### src/ctf_pkg.sv
// shared constants and carrier types for the control timer fault/event logic
package ctf_pkg;
    localparam int CNT_W = 16;
    localparam logic [2:0] FCA_DISABLE     = 3'h0;
    localparam logic [2:0] FCA_STORE       = 3'h1;
    localparam logic [2:0] FCA_IF_LOWER    = 3'h2;
    localparam logic [2:0] FCA_IF_HIGHER   = 3'h3;
    localparam logic [2:0] FCA_LOCAL_LOW   = 3'h4;
    localparam logic [2:0] FCA_LOCAL_HIGH  = 3'h5;
    localparam logic [2:0] FCA_LOCAL_EXTR  = 3'h6;
    localparam logic [2:0] EV_OFF          = 3'h0;
    localparam logic [2:0] EV_RETRIGGER    = 3'h1;
    localparam logic [2:0] EV0_TALLY       = 3'h2;
    localparam logic [2:0] EV0_START       = 3'h3;
    localparam logic [2:0] EV0_INC         = 3'h4;
    localparam logic [2:0] EV0_COUNT_LEVEL = 3'h5;
    localparam logic [2:0] EV0_STAMP       = 3'h6;
    localparam logic [2:0] EV1_DIR         = 3'h2;
    localparam logic [2:0] EV1_STOP        = 3'h3;
    localparam logic [2:0] EV1_DEC         = 3'h4;
    localparam logic [2:0] EV1_PER_WIDTH   = 3'h5;
    localparam logic [2:0] EV1_WIDTH_PER   = 3'h6;
    localparam logic [2:0] EV_FAULT        = 3'h7;
    localparam logic [1:0] CYC_BEGIN       = 2'h0;
    localparam logic [1:0] CYC_END         = 2'h1;
    localparam logic [1:0] CYC_BETWEEN     = 2'h2;
    localparam logic [1:0] CYC_BOUNDARY    = 2'h3;
    localparam logic [1:0] HALT_NONE       = 2'h0;
    localparam logic [1:0] HALT_HW         = 2'h1;
    localparam logic [1:0] HALT_SW         = 2'h2;
    localparam logic [1:0] HALT_NONREC     = 2'h3;
    // control word: [11:10] channel, [9:8] halt, [7:6] cycle out, [5:3] ev1, [2:0] ev0
    typedef struct packed {
        logic [1:0] fault_store_channel_select;
        logic [1:0] halt_action;
        logic [1:0] cycle_output_select;
        logic [2:0] input1_event_action;
        logic [2:0] input0_event_action;
    } ctf_ctrl_t;
    typedef enum logic [1:0] {
        CTF_IDLE = 2'b00,
        CTF_RUN  = 2'b01,
        CTF_HALT = 2'b11
    } ctf_state_t;
endpackage : ctf_pkg

### src/ctf_top.sv
// fault capture, event input actions and counter event output of the control timer
`timescale 1ns/1ps
`default_nettype none
module ctf_top #(
    parameter int CNT_W = ctf_pkg::CNT_W
) (
    // clock and reset
    input  wire logic               SYS_CLK_I,
    input  wire logic               RESET_I,
    // configuration
    input  wire ctf_pkg::ctf_ctrl_t CTRL_I,
    input  wire logic               OVF_EVENT_EN_I,
    input  wire logic [CNT_W-1:0]   PERIOD_I,
    input  wire logic               SW_START_I,
    input  wire logic [2:0]         FAULT_ACTION_I,
    // events and faults
    input  wire logic               EVENT_INPUT_ZERO_I,
    input  wire logic               EVENT_INPUT_ONE_I,
    input  wire logic               FAULT_I,
    input  wire logic               FAULT_FLAG_CLR_I,
    // status
    output logic [CNT_W-1:0]        COUNT_O,
    output logic [4*CNT_W-1:0]      STORE_O,
    output logic                    FAULT_FLAG_O,
    output logic                    COUNTER_EVENT_O,
    output logic                    NONREC_FAULT_O,
    output logic                    HALTED_O,
    output logic [1:0]              STATE_O
);
    ctf_pkg::ctf_ctrl_t  ctrl_meta, ctrl;
    logic                ovf_en_meta, ovf_en;
    logic                ev0_q, ev1_q, fault_q;
    logic                ev0_rise, ev1_rise, fault_rise;
    ctf_pkg::ctf_state_t state;
    logic [CNT_W-1:0]    cnt;
    logic                dir_down;
    logic [CNT_W-1:0]    store [4];
    logic [CNT_W-1:0]    last_store;
    logic [CNT_W-1:0]    prev_fault_cnt;
    logic                prev_rising;
    logic                have_prev;
    logic                first_cycle;
    logic [CNT_W-1:0]    width_start;
    logic                wrap, do_step, step_down;
    logic                fault_store, fault_flag_set;
    logic                is_low, is_high;
    logic [2:0]          fa_meta, fault_action;

    // config except PERIOD_I and SW_START_I crosses into the counter domain through two stages
    always_ff @(posedge SYS_CLK_I) begin
        if (RESET_I) begin
            ctrl_meta   <= '0;
            ctrl        <= '0;
            ovf_en_meta <= 1'b0;
            ovf_en      <= 1'b0;
            fa_meta     <= ctf_pkg::FCA_DISABLE;
            fault_action <= ctf_pkg::FCA_DISABLE;
        end else begin
            ctrl_meta   <= CTRL_I;
            ctrl        <= ctrl_meta;
            ovf_en_meta <= OVF_EVENT_EN_I;
            ovf_en      <= ovf_en_meta;
            // capture action takes the same two-stage path as the control word
            fa_meta     <= FAULT_ACTION_I;
            fault_action <= fa_meta;
        end
    end

    always_ff @(posedge SYS_CLK_I) begin
        if (RESET_I) begin
            ev0_q   <= 1'b0;
            ev1_q   <= 1'b0;
            fault_q <= 1'b0;
        end else begin
            ev0_q   <= EVENT_INPUT_ZERO_I;
            ev1_q   <= EVENT_INPUT_ONE_I;
            fault_q <= FAULT_I;
        end
    end
    assign ev0_rise   = EVENT_INPUT_ZERO_I & ~ev0_q;
    assign ev1_rise   = EVENT_INPUT_ONE_I & ~ev1_q;
    assign fault_rise = FAULT_I & ~fault_q;

    // counting steps; no sleep gating here, only the run state and the event actions gate the counter
    always_comb begin
        do_step   = 1'b1;
        step_down = dir_down;
        case (ctrl.input0_event_action)
            ctf_pkg::EV0_TALLY:       do_step = ev0_rise;
            ctf_pkg::EV0_INC:         begin
                do_step   = ev0_rise;
                step_down = 1'b0;
            end
            ctf_pkg::EV0_COUNT_LEVEL: do_step = EVENT_INPUT_ZERO_I;
            default:                  do_step = 1'b1;
        endcase
        if (ctrl.input1_event_action == ctf_pkg::EV1_DEC) begin
            do_step   = ev1_rise;
            step_down = 1'b1;
        end
        if (state != ctf_pkg::CTF_RUN) begin
            do_step = 1'b0;
        end
    end
    assign wrap = do_step & (step_down ? (cnt == '0) : (cnt == PERIOD_I));

    logic halt_now;
    assign halt_now = fault_rise & (ctrl.halt_action != ctf_pkg::HALT_NONE);

    always_ff @(posedge SYS_CLK_I) begin
        if (RESET_I) begin
            state <= ctf_pkg::CTF_IDLE;
        end else begin
            case (state)
                ctf_pkg::CTF_IDLE: begin
                    if (SW_START_I
                        || (ev0_rise && ctrl.input0_event_action == ctf_pkg::EV0_START)
                        || (ev0_rise && ctrl.input0_event_action == ctf_pkg::EV_RETRIGGER)
                        || (ev1_rise && ctrl.input1_event_action == ctf_pkg::EV_RETRIGGER)) begin
                        state <= ctf_pkg::CTF_RUN;
                    end
                end
                ctf_pkg::CTF_RUN: begin
                    if (halt_now) begin
                        state <= ctf_pkg::CTF_HALT;
                    end else if (ev1_rise && ctrl.input1_event_action == ctf_pkg::EV1_STOP) begin
                        state <= ctf_pkg::CTF_IDLE;
                    end
                end
                ctf_pkg::CTF_HALT: begin
                    if (!FAULT_I && ctrl.halt_action == ctf_pkg::HALT_HW) begin
                        state <= ctf_pkg::CTF_RUN;
                    end else if (SW_START_I) begin
                        state <= ctf_pkg::CTF_RUN;
                    end
                end
                default: state <= ctf_pkg::CTF_IDLE;
            endcase
        end
    end

    logic retrig;
    assign retrig = (ev0_rise && ctrl.input0_event_action == ctf_pkg::EV_RETRIGGER)
                 || (ev1_rise && ctrl.input1_event_action == ctf_pkg::EV_RETRIGGER);

    always_ff @(posedge SYS_CLK_I) begin
        if (RESET_I) begin
            cnt      <= '0;
            dir_down <= 1'b0;
        end else begin
            if (ctrl.input1_event_action == ctf_pkg::EV1_DIR) begin
                dir_down <= EVENT_INPUT_ONE_I;
            end
            if (retrig) begin
                cnt <= step_down ? PERIOD_I : '0;
            end else if (do_step) begin
                if (wrap) begin
                    cnt <= step_down ? PERIOD_I : '0;
                end else begin
                    cnt <= step_down ? cnt - 1'b1 : cnt + 1'b1;
                end
            end
        end
    end

    // local extremes: a rising trend that turns falling marks a high, and vice versa
    assign is_high = have_prev & prev_rising & (cnt < prev_fault_cnt);
    assign is_low  = have_prev & ~prev_rising & (cnt > prev_fault_cnt);

    always_comb begin
        fault_store    = 1'b0;
        fault_flag_set = 1'b0;
        if (fault_rise) begin
            case (fault_action)
                ctf_pkg::FCA_STORE: begin
                    fault_store    = 1'b1;
                    fault_flag_set = 1'b1;
                end
                ctf_pkg::FCA_IF_LOWER: begin
                    fault_store    = cnt < last_store;
                    fault_flag_set = cnt < last_store;
                end
                ctf_pkg::FCA_IF_HIGHER: begin
                    fault_store    = cnt > last_store;
                    fault_flag_set = cnt > last_store;
                end
                ctf_pkg::FCA_LOCAL_LOW: begin
                    fault_store    = 1'b1;
                    fault_flag_set = is_low;
                end
                ctf_pkg::FCA_LOCAL_HIGH: begin
                    fault_store    = 1'b1;
                    fault_flag_set = is_high;
                end
                ctf_pkg::FCA_LOCAL_EXTR: begin
                    fault_store    = 1'b1;
                    fault_flag_set = is_low | is_high;
                end
                default: begin
                    fault_store    = 1'b0;
                    fault_flag_set = 1'b0;
                end
            endcase
        end
    end

    always_ff @(posedge SYS_CLK_I) begin
        if (RESET_I) begin
            last_store     <= '0;
            prev_fault_cnt <= '0;
            prev_rising    <= 1'b0;
            have_prev      <= 1'b0;
            width_start    <= '0;
            for (int i = 0; i < 4; i++) begin
                store[i] <= '0;
            end
        end else begin
            if (fault_store) begin
                store[ctrl.fault_store_channel_select] <= cnt;
                last_store <= cnt;
            end
            if (fault_rise) begin
                prev_rising    <= cnt >= prev_fault_cnt;
                prev_fault_cnt <= cnt;
                have_prev      <= 1'b1;
            end
            if (ctrl.input1_event_action == ctf_pkg::EV1_PER_WIDTH
                || ctrl.input1_event_action == ctf_pkg::EV1_WIDTH_PER) begin
                if (ev1_rise) begin
                    width_start <= cnt;
                    store[ctrl.input1_event_action == ctf_pkg::EV1_PER_WIDTH ? 0 : 1]
                        <= cnt - width_start;
                end else if (!EVENT_INPUT_ONE_I && ev1_q) begin
                    store[ctrl.input1_event_action == ctf_pkg::EV1_PER_WIDTH ? 1 : 0]
                        <= cnt - width_start;
                end
            end
            if (ctrl.input0_event_action == ctf_pkg::EV0_STAMP && wrap) begin
                store[0] <= cnt;
            end
        end
    end

    // sticky fault flag: a new set wins over a same-cycle clear
    always_ff @(posedge SYS_CLK_I) begin
        if (RESET_I) begin
            FAULT_FLAG_O <= 1'b0;
        end else if (fault_flag_set) begin
            FAULT_FLAG_O <= 1'b1;
        end else if (FAULT_FLAG_CLR_I) begin
            FAULT_FLAG_O <= 1'b0;
        end
    end

    logic cyc_ev;
    always_comb begin
        case (ctrl.cycle_output_select)
            ctf_pkg::CYC_BEGIN:    cyc_ev = wrap;
            ctf_pkg::CYC_END:      cyc_ev = do_step & (step_down ? cnt == CNT_W'(1) : cnt == PERIOD_I - 1'b1);
            ctf_pkg::CYC_BETWEEN:  cyc_ev = wrap;
            ctf_pkg::CYC_BOUNDARY: cyc_ev = wrap & first_cycle;
            default:               cyc_ev = 1'b0;
        endcase
    end

    always_ff @(posedge SYS_CLK_I) begin
        if (RESET_I) begin
            first_cycle     <= 1'b1;
            COUNTER_EVENT_O <= 1'b0;
            NONREC_FAULT_O  <= 1'b0;
        end else begin
            if (wrap) begin
                first_cycle <= 1'b0;
            end
            COUNTER_EVENT_O <= ovf_en & cyc_ev;
            NONREC_FAULT_O  <= (ev0_rise && ctrl.input0_event_action == ctf_pkg::EV_FAULT)
                            || (ev1_rise && ctrl.input1_event_action == ctf_pkg::EV_FAULT);
        end
    end

    always_ff @(posedge SYS_CLK_I) begin
        if (RESET_I) begin
            COUNT_O  <= '0;
            STORE_O  <= '0;
            HALTED_O <= 1'b0;
            STATE_O  <= 2'h0;
        end else begin
            COUNT_O  <= cnt;
            STORE_O  <= {store[3], store[2], store[1], store[0]};
            HALTED_O <= state == ctf_pkg::CTF_HALT;
            STATE_O  <= state;
        end
    end

    a_store_on_fault: assert property (@(posedge SYS_CLK_I) disable iff (RESET_I)
        fault_store |=> store[$past(ctrl.fault_store_channel_select)] == $past(cnt))
        else $error("fault store missed");
    a_flag_sticky: assert property (@(posedge SYS_CLK_I) disable iff (RESET_I)
        fault_flag_set |=> FAULT_FLAG_O)
        else $error("fault flag not set");
    a_disable_no_store: assert property (@(posedge SYS_CLK_I) disable iff (RESET_I)
        fault_action == ctf_pkg::FCA_DISABLE |-> !fault_store)
        else $error("store while capture disabled");
    a_lower_only: assert property (@(posedge SYS_CLK_I) disable iff (RESET_I)
        fault_store && fault_action == ctf_pkg::FCA_IF_LOWER |-> cnt < last_store)
        else $error("store not below last value");
    a_higher_only: assert property (@(posedge SYS_CLK_I) disable iff (RESET_I)
        fault_store && fault_action == ctf_pkg::FCA_IF_HIGHER |-> cnt > last_store)
        else $error("store not above last value");
    a_halt_on_fault: assert property (@(posedge SYS_CLK_I) disable iff (RESET_I)
        state == ctf_pkg::CTF_RUN && halt_now |=> state == ctf_pkg::CTF_HALT)
        else $error("fault did not halt");
    a_event_gated: assert property (@(posedge SYS_CLK_I) disable iff (RESET_I)
        !ovf_en |=> !COUNTER_EVENT_O)
        else $error("counter event while disabled");
    c_fault_store: cover property (@(posedge SYS_CLK_I) fault_store);
    c_wrap: cover property (@(posedge SYS_CLK_I) wrap);
    c_halt: cover property (@(posedge SYS_CLK_I) HALTED_O);
endmodule : ctf_top
`default_nettype wire

### config.mk
export PLATFORM = sky130hd
export DESIGN_NAME = ctf_top
export DESIGN_NICKNAME = d
export VERILOG_FILES = /design/src/ctf_pkg.sv /design/src/ctf_top.sv
export SDC_FILE = /design/constraint.sdc
export NUM_CORES = 1
export LEC_CHECK = 0
export BUFFER_PORTS_ARGS = -buffer_cell sky130_fd_sc_hd__buf_2
export CAP_MARGIN = 20
export CORE_UTILIZATION = 59
export DETAILED_ROUTE_END_ITERATION = 6
export PLACE_DENSITY = 0.84
export RECOVER_POWER = 100
export SYNTH_ARGS = -nofsm -noshare
export SYNTH_HDL_FRONTEND = slang
export SYNTH_SLANG_ARGS = --single-unit
export TNS_END_PERCENT = 50
### constraint.sdc
create_clock -name SYS_CLK_I -period 5.51 [get_ports SYS_CLK_I]
set_clock_uncertainty 0.1 [all_clocks]
set_input_delay 0.551 -clock SYS_CLK_I [delete_from_list [all_inputs] [get_ports SYS_CLK_I]]
set_output_delay 0.551 -clock SYS_CLK_I [all_outputs]
set_load 0.02 [all_outputs]
==> load_flow_metrics.sql, run 1 <==
INSERT INTO impl_metrics (metric_group, metric, value, unit) VALUES
('clocking', 'clock_path_buffers', '3', ''),
('floorplanning', 'num_rows', '50', ''),
('synth', 'synth-edff-count', '64', ''),
('setup_path', 'worstPathMaxFanout', '16', ''),
('synth', 'sequential_to_total_area_share_from_yosys_stat', '50.5', '%'),
('clocking', 'cts.repair.resized', '0', ''),
('floorplanning', 'die_x', '141', 'um'),
('placed_design', 'finalWeightedCongestion', '1.02', ''),
('finish', 'synthToLayoutAreaGrowth', '12.9', '%'),
('global_route', 'grt_pass1_vias', '8635', ''),
('power_and_ir_drop', 'powerDensity', '359', 'mW/mm^2'),
('synth', 'synth_async_sr_flop_share', '0', '%'),
('setup_path', 'reg2reg_setup_slack', '860', 'ps'),
('finish', 'fin_util', '68.4', '%'),
('setup_path', 'worst_ep_arrival_time', '4670', 'ps'),
('clocking', 'number_of_clock_buffers_inserted_by_tritoncts', '25', ''),
('timing', 'endpoints_failing_setup', '0', ''),
('run', 'cap_viol_max_count', '2', ''),
('clocking', 'root_buffer', 'sky130_fd_sc_hd__clkbuf_16', ''),
('setup_path', 'start_kind', 'flop', ''),
('floorplanning', 'pin_count', '125', ''),
('route', 'route.detailed.wl_per_inst', '17.9', 'um'),
('floorplanning', 'chipHeight', '141', 'um'),
('clocking', 'cts_tree', 'done', ''),
('setup_path', 'r2r-start', 'cnt[0]', ''),
('clocking', 'cts-htree-levels', '1', ''),
('synth', 'synth_most_common_cell', 'sky130_fd_sc_hd__dfxtp_1', ''),
('route', 'post_drt_via_cell_ratio', '5.86', ''),
('global_route', 'grt_antenna_before_repair', '0', ''),
('floorplanning', 'design.die.area', '0.0198', 'sq mm'),
('global_route', 'grtUsageTotal', '27.5', '%'),
('synth', 'post_synth_top_area_share', '33.6', '%'),
('setup_path', 'startpoint', 'cnt[0]', ''),
('route', 'drt-initial-drc-count', '588', ''),
('placed_design', 'dp.final_hpwl', '18800', 'um'),
('timing', 'worst_rel_slew_slack', '-70.8', '%'),
('setup_path', 'timing.critical_path.to_type', 'flop', ''),
('synth', 'ys_seq_elements', '255', ''),
('timing', 'max_freq', '215', 'MHz'),
('synth', 'netlist.top_cell.by_area', 'sky130_fd_sc_hd__dfxtp_1', ''),
('synth', 'netlist_instances', '1151', ''),
('global_route', 'grt_pass1_wl', '43300', 'um'),
('outcome', 'violations', 'capacitance limit, slew limit', ''),
('synth', 'synthesis.area', '0.0114', 'sq mm'),
('placed_design', 'io_buffer_count', '124', ''),
('finish', 'drive_gt1_share', '7.29', '%'),
('setup_path', 'setup.worst_path.class', 'reg2reg', ''),
('synth', 'synthTopCellsByArea', 'sky130_fd_sc_hd__dfxtp_1, sky130_fd_sc_hd__edfxtp_1, sky130_fd_sc_hd__nor2b_1, sky130_fd_sc_hd__ha_1, sky130_fd_sc_hd__nor2_1', ''),
('synth', 'synth.net_count', '1246', ''),
('finish', 'num-fill-cells', '1449', ''),
('route', 'post-route-drc-count', '0', ''),
('power_and_ir_drop', 'max-vdd-ir-drop', '0.000220', 'V'),
('outcome', 'outcome', 'complete, but fails checks', ''),
('timing', 'worst_pin_slew', '2560', 'ps'),
('timing', 'slew_viol_final', '71', ''),
('synth', 'top_cells_by_instance_count_after_synthesis', 'sky130_fd_sc_hd__dfxtp_1, sky130_fd_sc_hd__nor2b_1, sky130_fd_sc_hd__nor2_1', ''),
('global_route', 'grt_max_degree', '76', ''),
('synth', 'yosys_warnings', '0', ''),
('clocking', 'hold_buffers', '0', ''),
('setup_path', 'regToRegEndpoint', 'store[1][6]', ''),
('timing', 'grt_setup_unrepaired', 'no', ''),
('clocking', 'clock_sink_count', '255', ''),
('timing', 'layout_worst_path_cycle_share', '84.4', '%'),
('global_route', 'grt_remaining_overflow', '0', ''),
('finish', 'num-nets-final', '1352', ''),
('synth', 'synth_cell_type_count', '77', ''),
('route', 'detailedRoute.firstPassIterationCount', '5', ''),
('synth', 'synth_top_flop_cell', 'sky130_fd_sc_hd__dfxtp_1', ''),
('clocking', 'clkLatencyLatePin', '520', 'ps'),
('floorplanning', 'core-area', '0.0188', 'sq mm'),
('clocking', 'cts_post_setup_buffers_inserted', '0', '');
[layout by cell type, fill, tap and decap left out, drive strengths merged, types with 29 or more instances in the layout]
cell type,synthesis,final
dfxtp,191,191
clkbuf,53,130
nor2b,123,123
nor2,78,78
nand2,75,75
inv,64,65
edfxtp,64,64
ha,55,55
a21oi,52,52
buf,9,48
o21ai,40,40
a21o,29,29
and2,29,29
[worst max-delay path: stages (launching register included)]
cell and delay [ps]:
sky130_fd_sc_hd__dfxtp_1 620, sky130_fd_sc_hd__inv_1 310, sky130_fd_sc_hd__ha_1 290, sky130_fd_sc_hd__nor2b_1 110, sky130_fd_sc_hd__o211ai_1 90, sky130_fd_sc_hd__a2111o_1 380, sky130_fd_sc_hd__o211a_1 150, sky130_fd_sc_hd__o311a_1 470
sky130_fd_sc_hd__nor2_1 690, sky130_fd_sc_hd__inv_1 140, sky130_fd_sc_hd__o21ai_0 200, sky130_fd_sc_hd__clkbuf_1 680
[flip-flops by register name, indices dropped and copies added, names as in the netlist, 12 cells and up]
name and cells:
width_start 16, last_store 16, COUNT_O 16, ctrl_meta 12, cnt 16, ctrl 12
prev_fault_cnt 16, STORE_O 64, store 64
[worst min path at each step]
stage            endpoint              start  cells after the start
5_1_grt        fa_meta[2]  FAULT_ACTION_I[2]                      2
3_3_place_gp      ctrl[9]       ctrl_meta[9]                      1
3_5_place_dp      ctrl[9]       ctrl_meta[9]                      1
4_1_cts        fa_meta[2]  FAULT_ACTION_I[2]                      2
2_1_floorplan     ctrl[0]       ctrl_meta[0]                      1
6_report       fa_meta[2]  FAULT_ACTION_I[2]                      2
[power by group]
group          total (mW)  switching [mW]  internal [mW]
sequential           2.10          0.0962           2.00
combinational       0.825           0.507          0.317
clock                1.69           0.701          0.993
total                4.62            1.30           3.31
[kinds of logic (layout without fill, tap and decap cells)]
family,Yosys count,after routing,share of synthesized area (%)
muxes,23,23,2.02
and+or+nand+nor,425,425,20.2
buffers and inverters,127,252,4.24
AOI/OAI and AO/OA,223,223,13.6
xor gates and xnor gates,42,42,3.24
adders and majority gates,56,56,6.23
DFF,255,255,50.5
[metrics by stage]
step                      area (sq um)  setup slack (ps)  total power [mW]  std cells  hold WS [ps]
after floorplan                  11400              1060              2.71       1151           314
after global placement           12200              1620              2.92       1463           318
after detailed placement         12200              1370              2.95       1463           326
final                            12800               862              4.62       1510           137
after global routing             12800               633              4.79       1510           124
after CTS                        13000              1340              4.63       1509           123
[layout make-up]
class	count	area, sq um	area share, %
Timing Repair Buffer	141	617	4.80
Tap cell	234	293	2.28
Clock inverter	9	108	0.838
Multi-Input combinational cell	769	5120	39.9
Sequential cell	255	5750	44.7
Inverter	65	244	1.90
Clock buffer	37	712	5.54
[layer usage]
metal / vias to the layer above / routed length (um) / global-route usage (%)
met1: 4160 / 10900 / 32.7
met2: 377 / 13300 / 49.1
met3: 95 / 1740 / 3.70
met5: - / 0 / 0
met4: 0 / 1200 / 13.3
li1: 4222 / - / -
No activity file was read; power rests on OpenSTA's default activity.
==> run 2: changes to the inputs <==
clock period = 4.7 ns   (was 5.51 ns; I/O delays follow)
==> run 2 against run 1 <==
Net effect: the flow finishes with violations (DRC, capacitance limit, slew limit); die area did not move; cell area grew 0.74%; register-to-register slack lost 300 ps; first-iteration DRC count increased by 14%; global-route usage fell by 0.14 points; clock power rose by 21%; total power up 19%; critical path depth did not move; worst setup slack got worse by 300 ps; via count decreased by 0.21%.
==> load_flow_metrics.sql, run 2 (synthesis gave the netlist of run 1 again) <==
INSERT INTO impl_metrics (metric_group, metric, value, unit) VALUES
('power_and_ir_drop', 'cellLeakagePower', '5.12', 'nW'),
('finish', 'num-fill-cells', '1448', ''),
('setup_path', 'r2r-start', 'cnt[0]', ''),
('clocking', 'cts-htree-levels', '1', ''),
('hold_path', 'class_of_the_most_critical_hold_timing_path', 'in2reg', ''),
('setup_path', 'start_kind', 'flop', ''),
('floorplanning', 'pin_count', '125', ''),
('route', 'drt-initial-drc-count', '671', ''),
('finish', 'most-common-layout-cells', 'sky130_fd_sc_hd__dfxtp_1, sky130_fd_sc_hd__nor2b_1, sky130_fd_sc_hd__clkbuf_1, sky130_fd_sc_hd__nor2_1, sky130_fd_sc_hd__nand2_1', ''),
('clocking', 'hold_buffers', '0', ''),
('setup_path', 'cp_top_family', 'compound AO/OA/AOI/OAI gates', ''),
('hold_path', 'worst_hold_path.endpoint', 'ctrl_meta[9]', ''),
('timing', 'layout_worst_path_cycle_share', '88.1', '%'),
('global_route', 'grt_pass1_wl', '43000', 'um'),
('global_route', 'grt_pass1_vias', '8619', ''),
('route', 'detailroute.via_count', '8835', ''),
('setup_path', 'critical_path.cell_chain', 'inv_1 -> ha_1 -> nor2b_1 -> o211ai_1 -> a2111o_1 -> o211a_1 -> o311a_1 -> nor4_2 -> clkbuf_1 -> o21ai_0 -> o31ai_1', ''),
('power_and_ir_drop', 'max-vdd-ir-drop', '0.000218', 'V'),
('route', 'antenna_left', '0', ''),
('outcome', 'outcome', 'complete, but fails checks', ''),
('setup_path', 'crit_required', '4890', 'ps'),
('floorplanning', 'core-area', '0.0188', 'sq mm'),
('global_route', 'globalRouteMet3Util', '4.45', '%'),
('hold_path', 'hold_start', 'CTRL_I[9]', ''),
('finish', 'reg_top3', 'STORE_O: 64 flops, store: 64 flops', ''),
('timing', 'endpoints_failing_setup', '0', ''),
('global_route', 'busiest_metal_layer_after_global_routing', 'met2', ''),
('finish', 'fin_util', '68.9', '%'),
('finish', 'final_area', '0.0129', 'sq mm'),
('hold_path', 'hold_path_depth', '2', ''),
('timing', 'grt_setup_unrepaired', 'no', ''),
('route', 'route.detailed.wl_per_inst', '17.6', 'um'),
('setup_path', 'worst_r2r_path_depth', '11', ''),
('floorplanning', 'chipHeight', '141', 'um'),
('clocking', 'cts.repair.resized', '0', ''),
('timing', 'hold_viol', '0', ''),
('clocking', 'cts_tree', 'done', ''),
('route', 'detailedRoute.firstPassIterationCount', '7', ''),
('global_route', 'grt_max_degree', '86', ''),
('global_route', 'grt.met2_usage', '47.1', '%'),
('global_route', 'grt_antenna_before_repair', '1', ''),
('floorplanning', 'num_rows', '50', ''),
('setup_path', 'cp_slowest_stage_delay', '650', 'ps'),
('placed_design', 'io_buffer_count', '124', ''),
('clocking', 'root_buffer', 'sky130_fd_sc_hd__clkbuf_16', ''),
('placed_design', 'dp.final_hpwl', '18800', 'um'),
('setup_path', 'regToRegEndpoint', 'store[1][15]', ''),
('setup_path', 'reg2reg_setup_slack', '560', 'ps'),
('clocking', 'clkTransAtPathRegs', '60', 'ps'),
('clocking', 'clock_sink_count', '255', ''),
('placed_design', 'postPlaceCellArea', '0.0123', 'sq mm'),
('run', 'cap_viol_max_count', '2', ''),
('setup_path', 'setup.worst_path.class', 'reg2reg', ''),
('timing', 'worst_rel_slew_slack', '-55.2', '%'),
('finish', 'layout.cells.most_common', 'sky130_fd_sc_hd__dfxtp_1', ''),
('finish', 'synthToLayoutAreaGrowth', '13.8', '%'),
('floorplanning', 'design.die.area', '0.0198', 'sq mm'),
('setup_path', 'timing.critical_path.to_type', 'flop', ''),
('clocking', 'clock_path_buffers', '3', ''),
('clocking', 'number_of_clock_buffers_inserted_by_tritoncts', '26', ''),
('setup_path', 'worst_ep_arrival_time', '4340', 'ps'),
('setup_path', 'critical_path.n_buffers_inverters', '2', ''),
('clocking', 'cts_post_setup_buffers_inserted', '0', ''),
('timing', 'slew_viol_final', '139', ''),
('timing', 'period_minus_slack', '4140', 'ps'),
('global_route', 'grtUsageTotal', '27.4', '%'),
('timing', 'worst_pin_slew', '2330', 'ps'),
('outcome', 'violations', 'DRC, capacitance limit, slew limit', ''),
('setup_path', 'slowest_stage', 'sky130_fd_sc_hd__clkbuf_1', ''),
('route', 'post_drt_via_cell_ratio', '5.81', ''),
('floorplanning', 'die_x', '141', 'um'),
('placed_design', 'finalWeightedCongestion', '0.964', ''),
('finish', 'num-nets-final', '1362', ''),
('clocking', 'clkLatencyLatePin', '550', 'ps'),
('global_route', 'grt_remaining_overflow', '0', ''),
('timing', 'max_freq', '241', 'MHz'),
('timing', 'setup-tns-final', '0', 'ps'),
('finish', 'drive_gt1_share', '8.24', '%'),
('setup_path', 'worstPathMaxFanout', '16', ''),
('global_route', 'grtUsageMet1', '32.4', '%'),
('route', 'wl', '26800', 'um'),
('route', 'post-route-drc-count', '1', ''),
('floorplanning', 'initial_utilization', '60.6', '%'),
('power_and_ir_drop', 'powerDensity', '423', 'mW/mm^2');
==> run 2: changes by cell type in the layout (fill, tap and decap cells not counted), moves of 2 or more <==
cell,before,now
sky130_fd_sc_hd__clkinv_2,2,5
sky130_fd_sc_hd__and2_0,24,16
sky130_fd_sc_hd__clkinv_4,2,0
sky130_fd_sc_hd__and2_1,5,13
sky130_fd_sc_hd__clkbuf_8,2,5
sky130_fd_sc_hd__o21ai_0,40,38
sky130_fd_sc_hd__clkbuf_1,102,100
sky130_fd_sc_hd__buf_4,11,19
==> run 2: through the flow <==
step	setup WS, ps	hold WS (ps)	total power [mW]	std cells
final	558	40.7	5.47	1521
after global routing	364	50.3	5.71	1520
after CTS	976	25.5	5.50	1520
after detailed placement	964	326	3.48	1473
after global placement	1090	318	3.45	1473
after floorplan	249	314	3.18	1151
==> run 2: how the worst max path moves through the flow <==
stage | startpoint | slack (ps) | endpoint | cells past startpoint
finish | cnt[0] | 560 | store[1][15] | 11
global placement | cnt[0] | 1090 | store[2][3] | 9
CTS | cnt[0] | 980 | store[2][10] | 9
detailed placement | cnt[0] | 960 | store[2][3] | 9
global route | cnt[0] | 360 | store[1][15] | 11
floorplan | cnt[0] | 250 | store[0][0] | 13
==> run 2: final cells by class <==
class / instances / area [sq um] / share of cell area, %
inverters: 65 / 244 / 1.89
diodes: 1 / 2.50 / 0.0193
clock inverters: 8 / 80.1 / 0.619
clock buffers: 39 / 771 / 5.96
well taps: 234 / 293 / 2.26
flip-flops and latches: 255 / 5750 / 44.4
multi-input cells: 769 / 5120 / 39.6
repair buffers: 150 / 682 / 5.27
==> run 2: routing by layer <==
metal	vias to the layer above	share of wire (%)
met4	0	5.2
met3	104	5.4
met5	-	0
li1	4236	-
met1	4160	42
met2	335	48
==> run 2: power by group <==
part | switching, mW | leakage (nW) | total (mW) | internal, mW
logic | 0.640 | 2.47 | 1.02 | 0.382
clock network | 0.847 | 0.422 | 2.04 | 1.19
registers | 0.0695 | 2.22 | 2.41 | 2.35
==> run 3: changes to the inputs <==
CORE_MARGIN = 5   (was not set)
==> run 3 against run 2 <==
Net effect: the run ends with capacitance limit, slew limit left; non-clock buffer count unchanged; sequential cell count unchanged; sequential power about the same; highest routed layer unchanged; die area increased by 12%; largest power group unchanged; worst setup slack improved by 81 ps; count of clock-buffer cells in the layout decreased by 1; critical path depth increased by 1; global-route usage decreased by 2.5 points; core utilization increased by 0.083 points; clock power about the same; hold slack improved by 9.1 ps.
==> load_flow_metrics.sql, run 3 (synthesis gave the netlist of run 1 again) <==
INSERT INTO impl_metrics (metric_group, metric, value, unit) VALUES
('hold_path', 'class_of_the_most_critical_hold_timing_path', 'in2reg', ''),
('placed_design', 'io_buffer_count', '124', ''),
('route', 'wl', '27900', 'um'),
('finish', 'ant_cells', '0', ''),
('finish', 'sequential_cell_area', '0.00575', 'sq mm'),
('timing', 'hold_viol', '0', ''),
('floorplanning', 'die_x', '149', 'um'),
('setup_path', 'critical_path.n_buffers_inverters', '4', ''),
('clocking', 'root_buffer', 'sky130_fd_sc_hd__clkbuf_16', ''),
('setup_path', 'slowest_stage', 'sky130_fd_sc_hd__dfxtp_1', ''),
('finish', 'layout.cells.most_common', 'sky130_fd_sc_hd__dfxtp_1', ''),
('setup_path', 'cp_slowest_stage_delay', '620', 'ps'),
('setup_path', 'worst_r2r_path_depth', '12', ''),
('timing', 'setup-tns-final', '0', 'ps'),
('timing', 'layout_worst_path_cycle_share', '86.4', '%'),
('timing', 'final.hold.worst_slack', '49.8', 'ps'),
('timing', 'endpoints_failing_setup', '0', ''),
('setup_path', 'worstPathMaxFanout', '16', ''),
('clocking', 'cts-htree-levels', '1', ''),
('route', 'detailedRoute.firstPassIterationCount', '5', ''),
('finish', 'drive_gt1_share', '8.48', '%'),
('clocking', 'number_of_clock_buffers_inserted_by_tritoncts', '25', ''),
('power_and_ir_drop', 'powerDensity', '423', 'mW/mm^2'),
('timing', 'grt_setup_unrepaired', 'no', ''),
('outcome', 'outcome', 'complete, but fails checks', ''),
('route', 'detailroute.via_count', '8861', ''),
('clocking', 'clkTransAtPathRegs', '70', 'ps'),
('timing', 'period_minus_slack', '4060', 'ps'),
('route', 'post-route-drc-count', '0', ''),
('clocking', 'cts.repair.resized', '0', ''),
('global_route', 'grt_max_degree', '88', ''),
('floorplanning', 'pin_count', '125', ''),
('setup_path', 'worst_ep_arrival_time', '4170', 'ps'),
('placed_design', 'dp.final_hpwl', '19100', 'um'),
('run', 'cap_viol_max_count', '1', ''),
('setup_path', 'start_kind', 'flop', ''),
('setup_path', 'critical_path.cell_chain', 'inv_1 -> ha_1 -> nor2b_1 -> o211ai_1 -> a2111o_1 -> o211a_1 -> o311a_1 -> nor2_1 -> clkbuf_1 -> inv_1 -> o31ai_1 -> buf_4', ''),
('clocking', 'clock_sink_count', '255', ''),
('route', 'drt-initial-drc-count', '789', ''),
('floorplanning', 'design.die.area', '0.0221', 'sq mm'),
('setup_path', 'setup.worst_path.class', 'reg2reg', ''),
('outcome', 'violations', 'capacitance limit, slew limit', ''),
('clocking', 'cts_post_setup_buffers_inserted', '0', ''),
('placed_design', 'dp_cells', '1499', ''),
('route', 'route.detailed.wl_per_inst', '18.0', 'um'),
('global_route', 'grt_pass1_vias', '8623', ''),
('clocking', 'clkLatencyLatePin', '530', 'ps'),
('finish', 'num-nets-final', '1361', ''),
('route', 'post_drt_via_cell_ratio', '5.74', ''),
('floorplanning', 'num_rows', '50', ''),
('global_route', 'grt_remaining_overflow', '0', ''),
('setup_path', 'cp_top_family', 'compound AO/OA/AOI/OAI gates', ''),
('power_and_ir_drop', 'max-vdd-ir-drop', '0.000325', 'V'),
('global_route', 'grt_antenna_before_repair', '0', ''),
('finish', 'multiInputGateArea', '0.00512', 'sq mm'),
('floorplanning', 'chipHeight', '149', 'um'),
('finish', 'reg_top3', 'STORE_O: 64 flops, store: 64 flops', ''),
('global_route', 'grtUsageTotal', '24.9', '%'),
('finish', 'fin_util', '69.0', '%'),
('finish', 'num-fill-cells', '1443', ''),
('setup_path', 'cp.depth', '12', ''),
('power_and_ir_drop', 'cellLeakagePower', '5.14', 'nW'),
('placed_design', 'finalWeightedCongestion', '0.939', ''),
('timing', 'worst_rel_slew_slack', '-49.0', '%'),
('route', 'antenna_left', '0', ''),
('timing', 'worst_pin_slew', '2240', 'ps'),
('clocking', 'cts_tree', 'done', ''),
('finish', 'layoutNonFillerInstCount', '1545', ''),
('timing', 'max_freq', '246', 'MHz'),
('finish', 'synthToLayoutAreaGrowth', '14.3', '%'),
('floorplanning', 'core-area', '0.0188', 'sq mm'),
('clocking', 'clock_path_buffers', '3', ''),
('timing', 'slew_viol_final', '51', ''),
('finish', 'most-common-layout-cells', 'sky130_fd_sc_hd__dfxtp_1, sky130_fd_sc_hd__nor2b_1, sky130_fd_sc_hd__clkbuf_1, sky130_fd_sc_hd__nor2_1, sky130_fd_sc_hd__nand2_1', ''),
('clocking', 'hold_buffers', '0', ''),
('global_route', 'grt_pass1_wl', '44400', 'um'),
('setup_path', 'crit_required', '4810', 'ps'),
('setup_path', 'timing.critical_path.to_type', 'flop', ''),
('floorplanning', 'initial_utilization', '60.4', '%'),
('setup_path', 'path_common_cell', 'sky130_fd_sc_hd__inv_1', ''),
('hold_path', 'hold_path_depth', '2', '');
==> run 3: cell types whose count changed in the layout (fill, tap and decap cells not counted), sizes merged <==
| cell | before | now |
|---|---|---|
| clkbuf | 133 | 130 |
| buf | 56 | 58 |
| clkinv | 7 | 5 |
| inv | 65 | 67 |
| diode | 1 | 0 |
==> run 3: per-stage QoR <==
step                      worst slack [ps]  power, mW  cell area (sq um)
final                                  639       5.50              13000
after global routing                   359       5.74              13000
after CTS                              950       5.52              13200
after detailed placement               950       3.47              12300
after global placement                1060       3.45              12300
after floorplan                        249       3.18              11400
==> run 3: power breakdown <==
part           internal (mW)  switching (mW)
combinational          0.383           0.626
sequential              2.34          0.0820
clock                   1.22           0.841
==> run 3: worst register-to-register path, delay by kind of cell, from the launching register on <==
kind            cells  cell delay (ps)
buf+inv             4             1180
compound gates      5             1320
simple gates        2              250
fa+ha+maj           1              280
flops               1              620
==> run 3: path summary, 6_finish.rpt <==
path                startpoint            to  slack [ps]
hold / removal       CTRL_I[9]  ctrl_meta[9]          50
setup reg to reg        cnt[0]  store[0][10]         640
hold reg to reg   ctrl_meta[7]       ctrl[7]         340
setup / recovery        cnt[0]  store[0][10]         640
==> run 3: layout make-up <==
class                   count  area share (%)
clock inverters             8           0.655
flip-flops and latches    255            44.2
repair buffers            150            5.30
multi-input cells         769            39.4
well taps                 260            2.50
clock buffers              38            6.06
inverters                  65            1.88
==> run 3: routing by layer <==
| layer | vias to the layer above | track usage, % | wire [um] |
|---|---|---|---|
| li1 | 4239 | - | - |
| met1 | 4110 | 32.8 | 11600 |
| met2 | 425 | 41.1 | 12900 |
| met3 | 87 | 3.62 | 2140 |
| met4 | 0 | 10.5 | 1160 |
| met5 | - | 0 | 0 |
